--- config.mk ---
export PLATFORM = sky130hd
export DESIGN_NAME = scf_sinc3_filter
export DESIGN_NICKNAME = d
export VERILOG_FILES = /design/src/include/scf_pkg.sv /design/src/hw/scf_sinc3_filter.sv
export SDC_FILE = /design/constraint.sdc
export NUM_CORES = 1
export LEC_CHECK = 0
export ABC_CLOCK_PERIOD_IN_PS = 12700
export BUFFER_PORTS_ARGS = -buffer_cell sky130_fd_sc_hd__buf_2
export CAP_MARGIN = 0
export CORE_MARGIN = 2
export CORE_UTILIZATION = 55
export DETAILED_ROUTE_END_ITERATION = 12
export PLACE_DENSITY = 0.71
export SKIP_LAST_GASP = 1
export SYNTH_ARGS = -nofsm -noshare
export SYNTH_HDL_FRONTEND = slang
export SYNTH_HIERARCHICAL = 1
export SYNTH_SLANG_ARGS = --single-unit
--- constraint.sdc ---
create_clock -name clk_sys_i -period 12.7 [get_ports clk_sys_i]
set_input_delay 0.635 -clock clk_sys_i [delete_from_list [all_inputs] [get_ports clk_sys_i]]
set_output_delay 0.635 -clock clk_sys_i [all_outputs]
set_load 0.005 [all_outputs]
--- src/include/scf_pkg.sv ---
// ---------------------------------------------------------------------------
// Sinc3 decimation filter constants
// ---------------------------------------------------------------------------
package scf_pkg;

  // Modulator rate is the master clock divided by this
  localparam int MOD_DIV         = 128;
  localparam int PRESC_W         = 7;
  // Master clock figures, kept for reference scaling
  localparam int MCLK_PERIOD_NS  = 10;
  // Default decimation factors per rate code (modulator rate / output rate)
  localparam int DEC_N_CODE0     = 960;
  localparam int DEC_N_CODE1     = 768;
  localparam int DEC_N_CODE2     = 192;
  localparam int DEC_N_CODE3     = 96;
  localparam int DEC_CNT_W       = 10;
  // Sinc3 order and accumulator sizing
  localparam int SINC_ORDER      = 3;
  localparam int HEADROOM_BITS   = 1;
  localparam int ACC_W_DEF       = 32;
  // Words discarded before a settled word is released
  localparam logic [1:0] SKIP_FREE = 2'h3;
  localparam logic [1:0] SKIP_SYNC = 2'h2;
  // Output FIFO depth
  localparam int FIFO_DEPTH_DEF  = 4;

endpackage : scf_pkg

--- src/hw/scf_sinc3_filter.sv ---
`timescale 1ns/100ps

// ---------------------------------------------------------------------------
// Small synchronous FIFO
// ---------------------------------------------------------------------------
module scf_fifo #(
  parameter int WIDTH = 32,
  parameter int DEPTH = 4
) (
  input  wire logic             clk_sys_i,
  input  wire logic             reset_i,
  input  wire logic             in_valid_i,
  output logic                  in_ready_o,
  input  wire logic [WIDTH-1:0] in_data_i,
  output logic                  out_valid_o,
  input  wire logic             out_ready_i,
  output logic [WIDTH-1:0]      out_data_o
);
  localparam int PTR_W = (DEPTH > 1) ? $clog2(DEPTH) : 1;

  if (DEPTH < 2 || (DEPTH & (DEPTH - 1)) != 0) begin : g_bad_depth
    $error("scf_fifo DEPTH must be a power of 2");
  end

  logic [WIDTH-1:0] mem_ff [DEPTH];
  logic [PTR_W-1:0] wr_ptr_ff;
  logic [PTR_W-1:0] rd_ptr_ff;
  logic [PTR_W:0]   count_ff;
  logic             push;
  logic             pop;

  // Honest full and empty flags from the fill count
  assign in_ready_o  = (count_ff != (PTR_W+1)'(DEPTH));
  assign out_valid_o = (count_ff != '0);
  assign out_data_o  = mem_ff[rd_ptr_ff];
  assign push        = in_valid_i && in_ready_o;
  assign pop         = out_valid_o && out_ready_i;

  // Storage write
  always_ff @(posedge clk_sys_i) begin
    if (push) begin
      mem_ff[wr_ptr_ff] <= in_data_i;
    end
  end

  // Pointers and count
  always_ff @(posedge clk_sys_i) begin
    if (reset_i) begin
      wr_ptr_ff <= '0;
      rd_ptr_ff <= '0;
      count_ff  <= '0;
    end else begin
      if (push) begin
        wr_ptr_ff <= wr_ptr_ff + PTR_W'(1);
      end
      if (pop) begin
        rd_ptr_ff <= rd_ptr_ff + PTR_W'(1);
      end
      count_ff <= count_ff + (PTR_W+1)'(push) - (PTR_W+1)'(pop);
    end
  end

  chk_fifo_no_overrun: assert property (@(posedge clk_sys_i) disable iff (reset_i)
    count_ff <= (PTR_W+1)'(DEPTH))
    else $error("fifo count above depth");

endmodule : scf_fifo

// ---------------------------------------------------------------------------
// Sinc3 decimation filter top
// ---------------------------------------------------------------------------
module scf_sinc3_filter #(
  parameter int ACC_W      = scf_pkg::ACC_W_DEF,
  parameter int DEC_N0     = scf_pkg::DEC_N_CODE0,
  parameter int DEC_N1     = scf_pkg::DEC_N_CODE1,
  parameter int DEC_N2     = scf_pkg::DEC_N_CODE2,
  parameter int DEC_N3     = scf_pkg::DEC_N_CODE3,
  parameter int FIFO_DEPTH = scf_pkg::FIFO_DEPTH_DEF
) (
  input  wire logic             clk_sys_i,
  input  wire logic             reset_i,
  input  wire logic             mod_bit_i,
  input  wire logic             rate_select_lo_i,
  input  wire logic             rate_select_hi_i,
  input  wire logic             filter_resync_i,
  input  wire logic             out_ready_i,
  output logic                  mod_tick_o,
  output logic                  word_strobe_o,
  output logic                  out_valid_o,
  output logic [ACC_W-1:0]      out_data_o,
  output logic                  overrun_o
);
  import scf_pkg::*;

  localparam int NMAX = (DEC_N0 > DEC_N1 ? DEC_N0 : DEC_N1) > (DEC_N2 > DEC_N3 ? DEC_N2 : DEC_N3)
                      ? (DEC_N0 > DEC_N1 ? DEC_N0 : DEC_N1) : (DEC_N2 > DEC_N3 ? DEC_N2 : DEC_N3);

  // Accumulators must hold N^3 plus overrange headroom, else the combs alias
  if (ACC_W < SINC_ORDER * $clog2(NMAX + 1) + HEADROOM_BITS) begin : g_bad_acc_w
    $error("ACC_W too narrow for the largest decimation factor");
  end
  if (NMAX >= 2**DEC_CNT_W) begin : g_bad_cnt_w
    $error("decimation factor exceeds counter width");
  end
  if (DEC_N0 < 2 || DEC_N1 < 2 || DEC_N2 < 2 || DEC_N3 < 2) begin : g_bad_dec_n
    $error("decimation below 2");
  end

  // ---------------------------------------------------------------------------
  // Modulator sample clock
  // ---------------------------------------------------------------------------
  logic [PRESC_W-1:0] presc_ff;
  logic               mod_tick_ff;

  // Divide the master clock by 128 for the modulator sample rate
  always_ff @(posedge clk_sys_i) begin
    if (reset_i || filter_resync_i) begin
      presc_ff    <= '0;
      mod_tick_ff <= 1'b0;
    end else begin
      presc_ff    <= presc_ff + PRESC_W'(1);
      mod_tick_ff <= (presc_ff == PRESC_W'(MOD_DIV - 1));
    end
  end
  assign mod_tick_o = mod_tick_ff;

  // ---------------------------------------------------------------------------
  // Rate selection
  // ---------------------------------------------------------------------------
  logic [1:0]           rate_ff;
  logic [1:0]           rate_now;
  logic                 rate_change;
  logic [DEC_CNT_W-1:0] dec_n;

  assign rate_now    = {rate_select_hi_i, rate_select_lo_i};
  assign rate_change = (rate_now != rate_ff);

  // Pins are synchronous, so a plain register tracks the selected code
  always_ff @(posedge clk_sys_i) begin
    if (reset_i) begin
      rate_ff <= 2'h0;
    end else begin
      rate_ff <= rate_now;
    end
  end

  // Decimation factor per code; only the notch spacing changes, not the shape
  always_comb begin
    unique case (rate_ff)
      2'h0: dec_n = DEC_CNT_W'(DEC_N0);
      2'h1: dec_n = DEC_CNT_W'(DEC_N1);
      2'h2: dec_n = DEC_CNT_W'(DEC_N2);
      2'h3: dec_n = DEC_CNT_W'(DEC_N3);
    endcase
  end

  // ---------------------------------------------------------------------------
  // Integrators at the modulator rate
  // ---------------------------------------------------------------------------
  logic [ACC_W-1:0] integ_ff [SINC_ORDER];
  logic [ACC_W-1:0] nxt_integ [SINC_ORDER];
  logic [ACC_W-1:0] sample_x;

  // Modulator bit weighs 0 or 1; full scale of a word is N^3
  assign sample_x = {{(ACC_W-1){1'b0}}, mod_bit_i};

  // Wrap-around is safe as the combs cancel it; no lag between stages keeps settling exact
  generate
    for (genvar s = 0; s < SINC_ORDER; s++) begin : g_integ
      assign nxt_integ[s] = integ_ff[s] + ((s == 0) ? sample_x : nxt_integ[(s == 0) ? 0 : s-1]);
      always_ff @(posedge clk_sys_i) begin
        if (reset_i || filter_resync_i) begin
          integ_ff[s] <= '0;
        end else if (mod_tick_ff) begin
          integ_ff[s] <= nxt_integ[s];
        end
      end
    end
  endgenerate

  // ---------------------------------------------------------------------------
  // Decimation counter
  // ---------------------------------------------------------------------------
  logic [DEC_CNT_W-1:0] dec_cnt_ff;
  logic                 dump;

  assign dump = mod_tick_ff && (dec_cnt_ff == dec_n - DEC_CNT_W'(1));

  // One dump per N modulator samples; the rest are discarded
  always_ff @(posedge clk_sys_i) begin
    if (reset_i || filter_resync_i || rate_change) begin
      dec_cnt_ff <= '0;
    end else if (dump) begin
      dec_cnt_ff <= '0;
    end else if (mod_tick_ff) begin
      dec_cnt_ff <= dec_cnt_ff + DEC_CNT_W'(1);
    end
  end

  // ---------------------------------------------------------------------------
  // Combs at the output rate
  // ---------------------------------------------------------------------------
  logic [ACC_W-1:0] comb_dly_ff [SINC_ORDER];
  logic [ACC_W-1:0] comb_in     [SINC_ORDER];
  logic [ACC_W-1:0] comb_out    [SINC_ORDER];

  // Equal-length combs give linear phase and notches at multiples of the rate
  generate
    for (genvar s = 0; s < SINC_ORDER; s++) begin : g_comb
      assign comb_in[s]  = (s == 0) ? nxt_integ[SINC_ORDER-1] : comb_out[(s == 0) ? 0 : s-1];
      assign comb_out[s] = comb_in[s] - comb_dly_ff[s];
      always_ff @(posedge clk_sys_i) begin
        if (reset_i || filter_resync_i) begin
          comb_dly_ff[s] <= '0;
        end else if (dump) begin
          comb_dly_ff[s] <= comb_in[s];
        end
      end
    end
  endgenerate

  // ---------------------------------------------------------------------------
  // Settling and word strobe
  // ---------------------------------------------------------------------------
  logic [1:0]       skip_ff;
  logic             word_strobe_ff;
  logic [ACC_W-1:0] word_ff;
  logic             fifo_in_ready;
  logic             overrun_ff;

  // Words still inside the pipeline fill are withheld, not flagged
  always_ff @(posedge clk_sys_i) begin
    if (reset_i || rate_change) begin
      skip_ff <= SKIP_FREE;
    end else if (filter_resync_i) begin
      skip_ff <= SKIP_SYNC;
    end else if (dump && skip_ff != 2'h0) begin
      skip_ff <= skip_ff - 2'h1;
    end
  end

  // One-cycle strobe with each settled word
  always_ff @(posedge clk_sys_i) begin
    if (reset_i || filter_resync_i) begin
      word_strobe_ff <= 1'b0;
      word_ff        <= '0;
    end else begin
      word_strobe_ff <= dump && (skip_ff == 2'h0) && !rate_change;
      if (dump) begin
        word_ff <= comb_out[SINC_ORDER-1];
      end
    end
  end
  assign word_strobe_o = word_strobe_ff;

  // The modulator cannot be stalled, so a full FIFO loses the word and says so;
  // a loss in the resync cycle wins over the clear so it is never hidden
  always_ff @(posedge clk_sys_i) begin
    if (reset_i) begin
      overrun_ff <= 1'b0;
    end else if (word_strobe_ff && !fifo_in_ready) begin
      overrun_ff <= 1'b1;
    end else if (filter_resync_i) begin
      overrun_ff <= 1'b0;
    end
  end
  assign overrun_o = overrun_ff;

  // ---------------------------------------------------------------------------
  // Output buffer and output register
  // ---------------------------------------------------------------------------
  logic             fifo_out_valid;
  logic [ACC_W-1:0] fifo_out_data;
  logic             fifo_pop;
  logic             out_valid_ff;
  logic [ACC_W-1:0] out_data_ff;

  assign fifo_pop = fifo_out_valid && (!out_valid_ff || out_ready_i);

  scf_fifo #(
    .WIDTH (ACC_W),
    .DEPTH (FIFO_DEPTH)
  ) u_fifo (
    .clk_sys_i   (clk_sys_i),
    .reset_i     (reset_i),
    .in_valid_i  (word_strobe_ff),
    .in_ready_o  (fifo_in_ready),
    .in_data_i   (word_ff),
    .out_valid_o (fifo_out_valid),
    .out_ready_i (fifo_pop),
    .out_data_o  (fifo_out_data)
  );

  // Registered output stage so the ports come from flops
  always_ff @(posedge clk_sys_i) begin
    if (reset_i) begin
      out_valid_ff <= 1'b0;
      out_data_ff  <= '0;
    end else if (fifo_pop) begin
      out_valid_ff <= 1'b1;
      out_data_ff  <= fifo_out_data;
    end else if (out_ready_i) begin
      out_valid_ff <= 1'b0;
    end
  end
  assign out_valid_o = out_valid_ff;
  assign out_data_o  = out_data_ff;

  // ---------------------------------------------------------------------------
  // Checks
  // ---------------------------------------------------------------------------
  chk_mod_tick_period: assert property (@(posedge clk_sys_i) disable iff (reset_i)
    mod_tick_ff |-> $past(presc_ff) == PRESC_W'(MOD_DIV - 1))
    else $error("modulator tick off the divide-by-128 point");

  chk_tick_spacing: assert property (@(posedge clk_sys_i) disable iff (reset_i || filter_resync_i)
    mod_tick_ff |=> !mod_tick_ff [*8])
    else $error("modulator ticks too close");

  chk_dec_bound: assert property (@(posedge clk_sys_i) disable iff (reset_i)
    dec_cnt_ff < dec_n || $past(rate_change))
    else $error("decimation counter past N");

  chk_dump_point: assert property (@(posedge clk_sys_i) disable iff (reset_i)
    dump |=> dec_cnt_ff == '0)
    else $error("counter not restarted at dump");

  chk_sync_skip: assert property (@(posedge clk_sys_i) disable iff (reset_i)
    filter_resync_i && !rate_change |=> skip_ff == 2'h2 && integ_ff[0] == '0)
    else $error("resync did not arm the three-period settle");

  chk_free_skip: assert property (@(posedge clk_sys_i) disable iff (reset_i)
    rate_change |=> skip_ff == 2'h3 && dec_cnt_ff == '0)
    else $error("rate change did not arm the four-period settle");

  chk_strobe_single: assert property (@(posedge clk_sys_i) disable iff (reset_i)
    word_strobe_ff |=> !word_strobe_ff)
    else $error("word strobe longer than one cycle");

  chk_strobe_settled: assert property (@(posedge clk_sys_i) disable iff (reset_i || filter_resync_i)
    word_strobe_ff |-> $past(dump) && $past(skip_ff) == 2'h0)
    else $error("word released before settling");

  chk_out_hold: assert property (@(posedge clk_sys_i) disable iff (reset_i)
    out_valid_ff && !out_ready_i |=> out_valid_ff && $stable(out_data_ff))
    else $error("output word dropped under back-pressure");

  cov_first_word: cover property (@(posedge clk_sys_i) disable iff (reset_i) word_strobe_ff);
  cov_resync_word: cover property (@(posedge clk_sys_i) disable iff (reset_i)
    filter_resync_i ##1 (!filter_resync_i) [*8] ##[1:1000] dump);
  cov_rate_change: cover property (@(posedge clk_sys_i) disable iff (reset_i) rate_change);
  cov_overrun: cover property (@(posedge clk_sys_i) disable iff (reset_i) $rose(overrun_ff));

endmodule : scf_sinc3_filter

# Word level (Yosys, flattened, before mapping)
# Memory sizes are Yosys's and may differ from the RTL's. A register that Yosys moved wholly into a read port is not among the register bits.
# Cells that the tools add are included.
[totals]
inputBits = 7
latch_bits = 0
memories = 3
romBits = 0
regBits = 64
ram_bits = 320
wordCells = 90
out_inout_bits = 36
[mem_list]
columns = ["memory", "words", "width", "read_ports", "rd_clocked_by_memory_dff", "write_ports", "line_no", "source"]
rows = [
  ["u_fifo.mem_ff", 4, 32, 1, 1, 1, "scf_sinc3_filter.sv:25", "logic [WIDTH-1:0] mem_ff [DEPTH];"],
  ["comb_dly_ff", 3, 32, 3, 0, 3, "scf_sinc3_filter.sv:203", "logic [ACC_W-1:0] comb_dly_ff [SINC_ORDER];"],
  ["integ_ff", 3, 32, 3, 0, 3, "scf_sinc3_filter.sv:160", "logic [ACC_W-1:0] integ_ff [SINC_ORDER];"],
]
[classes]
n_eq_ne = 7
n_shift = 0
mul = 0
magnitude_cmp = 0
bitwise_logic = 6
muxes = 23
n_div = 0
n_reduce_logical = 24
addsub = 14
[op_table]
columns = ["op", "n"]
rows = [
  ["$mux W32", 6],
  ["$sub A32 B32 Y32", 3],
  ["$add A32 B32 Y32", 2],
  ["$pmux W10 S4", 1],
  ["$add A32 B1 Y32", 1],
  ["$mux W1", 16],
  ["$add A10 B1 Y10 const B", 1],
  ["$eq A10 B10 Y1", 1],
  ["$sub A10 B1 Y10 const B", 1],
  ["$logic_and A1 B1 Y1", 8],
  ["$reduce_bool A2 Y1", 4],
  ["$add A7 B1 Y7 const B", 1],
  ["$eq A7 B7 Y1 const B", 1],
  ["$or A1 B1 Y1", 6],
  ["$add A2 B1 Y2 const B", 2],
  ["$eq A2 B2 Y1 const B", 2],
  ["$logic_not A2 Y1", 2],
  ["$logic_or A1 B1 Y1", 4],
  ["$reduce_or A2 Y1", 2],
  ["$add A3 B1 Y3", 1],
  ["$logic_not A1 Y1", 3],
  ["$ne A3 B3 Y1 const B", 1],
  ["$reduce_bool A3 Y1", 1],
  ["$sub A3 B1 Y3", 1],
  ["other kinds (3)", 3],
]

# Logic depth before layout (Yosys ltp)
[depth]
word_depth = 9
depth_mapped = 51
mapped_depth_nobuf = 50

# By module
# The synthesis kept the hierarchy.
[by_module_without_submodules]
columns = ["mod", "cells_per_inst", "n_inst", "seq_area_each_um2", "area_per_inst_um2"]
rows = [
  ["scf_sinc3_filter", 2026, 1, 7547.2, 18719.2],
  ["scf_fifo", 216, 1, 4023.9, 5127.4],
]

# Least setup slack after synthesis
# OpenSTA, ideal clock, no wires.
[synth_timing]
path_type = "input to register"
from = "input mod_bit_i"
to = "register word_ff[31]"
setup_time_ns = 0.126
stages = 43
path_slack_ns = 3.439
n_path_buf = 0
t_arrival_ns = 9.135
required_time_ns = 12.574
path_cell_list = "ha_1 > ha_1 > fa_1 > a21o_1 > a21oi_1 > o21bai_1 > a21oi_1 > o21bai_1 > a21oi_1 > xnor2_1 > ha_1 > a21o_1 > a21oi_1 > o21ai_0 > a21o_1 > a21oi_1 > xor2_1 > inv_1 > (+7 left out) > ha_1 > or4_1 > o22ai_1 > o211ai_1 > a21bo_2 > a21o_1 > a21o_1 > a311oi_1 > nor2_1 > ha_1 > nor2b_1 > o21ai_0 > o21ai_0 > a211oi_2 > a31oi_1 > o311ai_0 > o211ai_2 > nor3b_1"
[synth_rtl]
columns = ["element", "line_no", "source"]
rows = [
  ["start, declared", "scf_sinc3_filter.sv:82", "input wire logic mod_bit_i,"],
  ["end signal, assigned", "scf_sinc3_filter.sv:250", "word_ff <= comb_out[SINC_ORDER-1];"],
  ["end, declared", "scf_sinc3_filter.sv:227", "logic [ACC_W-1:0] word_ff;"],
]

==> results by group <==
Status
  • Outcome: finished clean

Die
  • Row count: 76
  • Overall die height: 212 µm
  • Die ar.: 0.0450 mm²
  • Num ports: 43
  • Core area: 0.0430 mm²
  • Initial Util: 55.5%
  • Die width: 212 µm

Drt
  • Drt first pass iters: 5
  • Antenna Nets Post-Route: 0
  • DR iter-0 viols: 1056
  • Wirelength per Cell: 16.6 µm
  • DRC viols: 0
  • Via count: 16292
  • Final wirelength: 48.2 mm
  • Vias per inst: 5.60

Timing
  • Worst Skew: 0.0212 ns
  • Slew Viols, Final: 0
  • Max Clk Rate: 95.0 MHz
  • Worst-margin pin slew: 1.06 ns
  • Tcrit/Tclk final: 82.9%
  • Worst slew margin: 29.4%
  • Final setup viols: 0
  • Period minus WS final: 10.53 ns
  • Final Hold Slack: 0.306 ns
  • RSZ-0062 raised after global routing: false
  • Fin. Hold Viols: 0
  • Setup TNS: 0 ns

CTS
  • Clock Latency Late Sink: 0.58 ns
  • CTS Sinks: 418
  • TritonCTS clock tree: yes
  • CTS H-Tree Depth: 2
  • Root buf cell: clkbuf_16
  • Clock buffer count from CTS: 46
  • CTS Hold Bufs: 0
  • Resized cells post-CTS: 0
  • # Post-CTS Setup Buffers: 0
  • Clk pin slew, worst setup/hold paths: 0.06 ns
  • Clock tree buffer depth: 3

Place
  • Placer congestion estimate: 0.897
  • Hpwl dp: 33.9 mm
  • Port Buffers: 42

GRT
  • Initial antenna violation count: 0
  • GRT Overall Usage: 21.5%
  • Vias in the first global route: 16001
  • First-pass GRT wire length: 78.7 mm
  • Total congestion overflow: 0
  • Largest net degree at the start of global routing: 73

Logic synthesis
  • Number of enable flip-flop cells after synthesis: 320
  • Sequential area share after synthesis: 48.5%
  • Mapped Nets: 2424
  • Cells after synthesis: 2242
  • Post-Syn Area: 0.0238 mm²
  • Asr flop ratio synth: 0%
  • Top_reg_cell synth: edfxtp_1
  • Syn Area/Cell: 10.6 µm²
  • Post-synthesis cell type count: 97
  • Synth warn: 6
  • Flip-flop and latch count after synthesis: 418

Final layout
  • N_diodes: 0
  • Reg area: 0.0116 mm²
  • Multi-input gate area: 0.0113 mm²
  • Share of cells above drive strength 1: 7.78%
  • Layout Nets: 2473
  • Area Growth Syn to Fin: 9.16%
  • Filler instances: 3526

Worst setup path
  • Critical path startpoint category: flop
  • Critical path endpoint category: flop
  • Crit Path Class: reg -> reg
  • Worst path max stage delay: 0.48 ns
  • Endpoint arrival time on the critical path: 10.98 ns
  • Top cell by count, worst path: ha_1
  • Critical Path Fanout Max: 6
  • Crit path required time: 13.15 ns
  • Slowest cell on crit path: a41oi_1

Power
  • Max rail drop VDD: 0.121 mV
  • P_leak: 10.1 nW
  • Power Dens Cells: 200 mW/mm²

Run
  • Total of max-cap violations: 0

Min path
  • HP Class: in -> reg
==> final cells by class <==
class                           count  area share [%]
Multi-Input combinational cell   1585            43.4
Clock buffer                       68            4.94
Clock inverter                     14           0.495
Timing Repair Buffer               55            1.18
Inverter                          185            2.68
Sequential cell                   418            44.5
Tap cell                          585            2.81
==> power by group <==
group	internal (mW)	switching, mW
clock	0.724	0.539
sequential	1.49	0.0122
combinational	1.02	1.42
total	3.24	1.97
==> synthesized netlist by cell type, drive strengths merged (21+ instances only) <==
| cell | count | share of area (%) |
|---|---|---|
| edfxtp | 320 | 40 |
| nor2b | 21 | 0.58 |
| nand2b | 29 | 0.76 |
| xnor2 | 121 | 4.5 |
| ha | 169 | 8.9 |
| inv | 185 | 2.9 |
| nand4 | 24 | 0.66 |
| o21a | 24 | 0.76 |
| nand3 | 41 | 0.90 |
| o21bai | 31 | 0.98 |
| and3 | 28 | 0.76 |
| nor3 | 38 | 0.80 |
| xor2 | 57 | 2.1 |
| a21oi | 188 | 3.9 |
| o21ai | 75 | 1.6 |
| and2 | 128 | 3.4 |
| nor2 | 186 | 2.9 |
| a21o | 63 | 2.0 |
| dfxtp | 98 | 8.2 |
| nand2 | 159 | 2.5 |
| clkbuf | 40 | 0.63 |
| mux4 | 32 | 3.1 |
==> routing by layer <==
metal	vias to the layer above	share of wire (%)	track usage (%)
li1	8139	-	-
met1	7784	45	27.6
met2	285	49	37.8
met3	84	3.5	2.91
met4	0	2.5	7.07
met5	-	0	0
==> layout by cell type (no fill, tap or decap), drive strengths merged, types with 11 or more instances in the layout <==
cell type	instances
and2	128
dfxtp	98
nor2b	21
inv	186
nor2	186
o211ai	15
ha	169
nand4	24
a21o	63
clkbuf	68
o21a	24
nand3	41
edfxtp	320
mux4	32
xnor2	121
o21bai	31
a21oi	188
a31oi	16
xor2	57
o21ai	75
buf	55
and3	28
nand2	159
nand2b	29
a211oi	11
nor3	38
==> registers in the layout (all words and copies together) (netlist names), named ones only <==
name	cells
u_fifo/rd_ptr_ff	2
presc_ff	7
comb_dly_ff	96
rate_ff	2
overrun_o	1
u_fifo/count_ff	3
u_fifo/mem_ff	128
word_ff	32
dec_cnt_ff	10
out_data_o	32
mod_tick_o	1
u_fifo/wr_ptr_ff	2
out_valid_o	1
skip_ff	2
integ_ff	96
word_strobe_o	1
==> final timing paths <==
path / from / to / slack, ns / cells past startpoint
max: integ_ff[0][0] / word_ff[31] / 2.17 / 48
max reg2reg: integ_ff[0][0] / word_ff[31] / 2.17 / 48
min reg2reg: out_data_o[8] / out_data_o[8] / 0.45 / 2
min: rate_select_hi_i / rate_ff[1] / 0.31 / 2
==> kinds of logic after synthesis <==
kind of cell,Yosys count,share of synthesized area [%]
compound gates,490,13.1
xor+xnor,179,6.67
fa+ha+maj,175,9.37
buf+inv,239,4.10
flops,418,48.5
mux,41,3.46
simple gates,700,14.8
==> through the flow <==
step	util (%)	setup WS [ns]	std cells	power, mW	area [µm²]
floorplan	-	3.44	2242	3.44	23800
global placement	57.3	2.11	2828	3.90	24600
detailed placement	57.3	1.90	2828	3.94	24600
CTS	60.6	2.17	2910	5.23	26000
global route	60.6	1.14	2910	5.55	26000
finish	60.6	2.17	2910	5.20	26000
==> critical path: cells and delay by family, from the launching register on <==
kind | cells | cell delay (ns)
AO/OA/AOI/OAI | 25 | 5.25
adder cells (fa/ha/maj) | 7 | 2.00
AND/OR/NAND/NOR | 10 | 1.73
XOR/XNOR | 5 | 0.99
flip-flops | 1 | 0.35
buffers and inverters | 1 | 0.09
No activity file was read; power rests on OpenSTA's default activity.
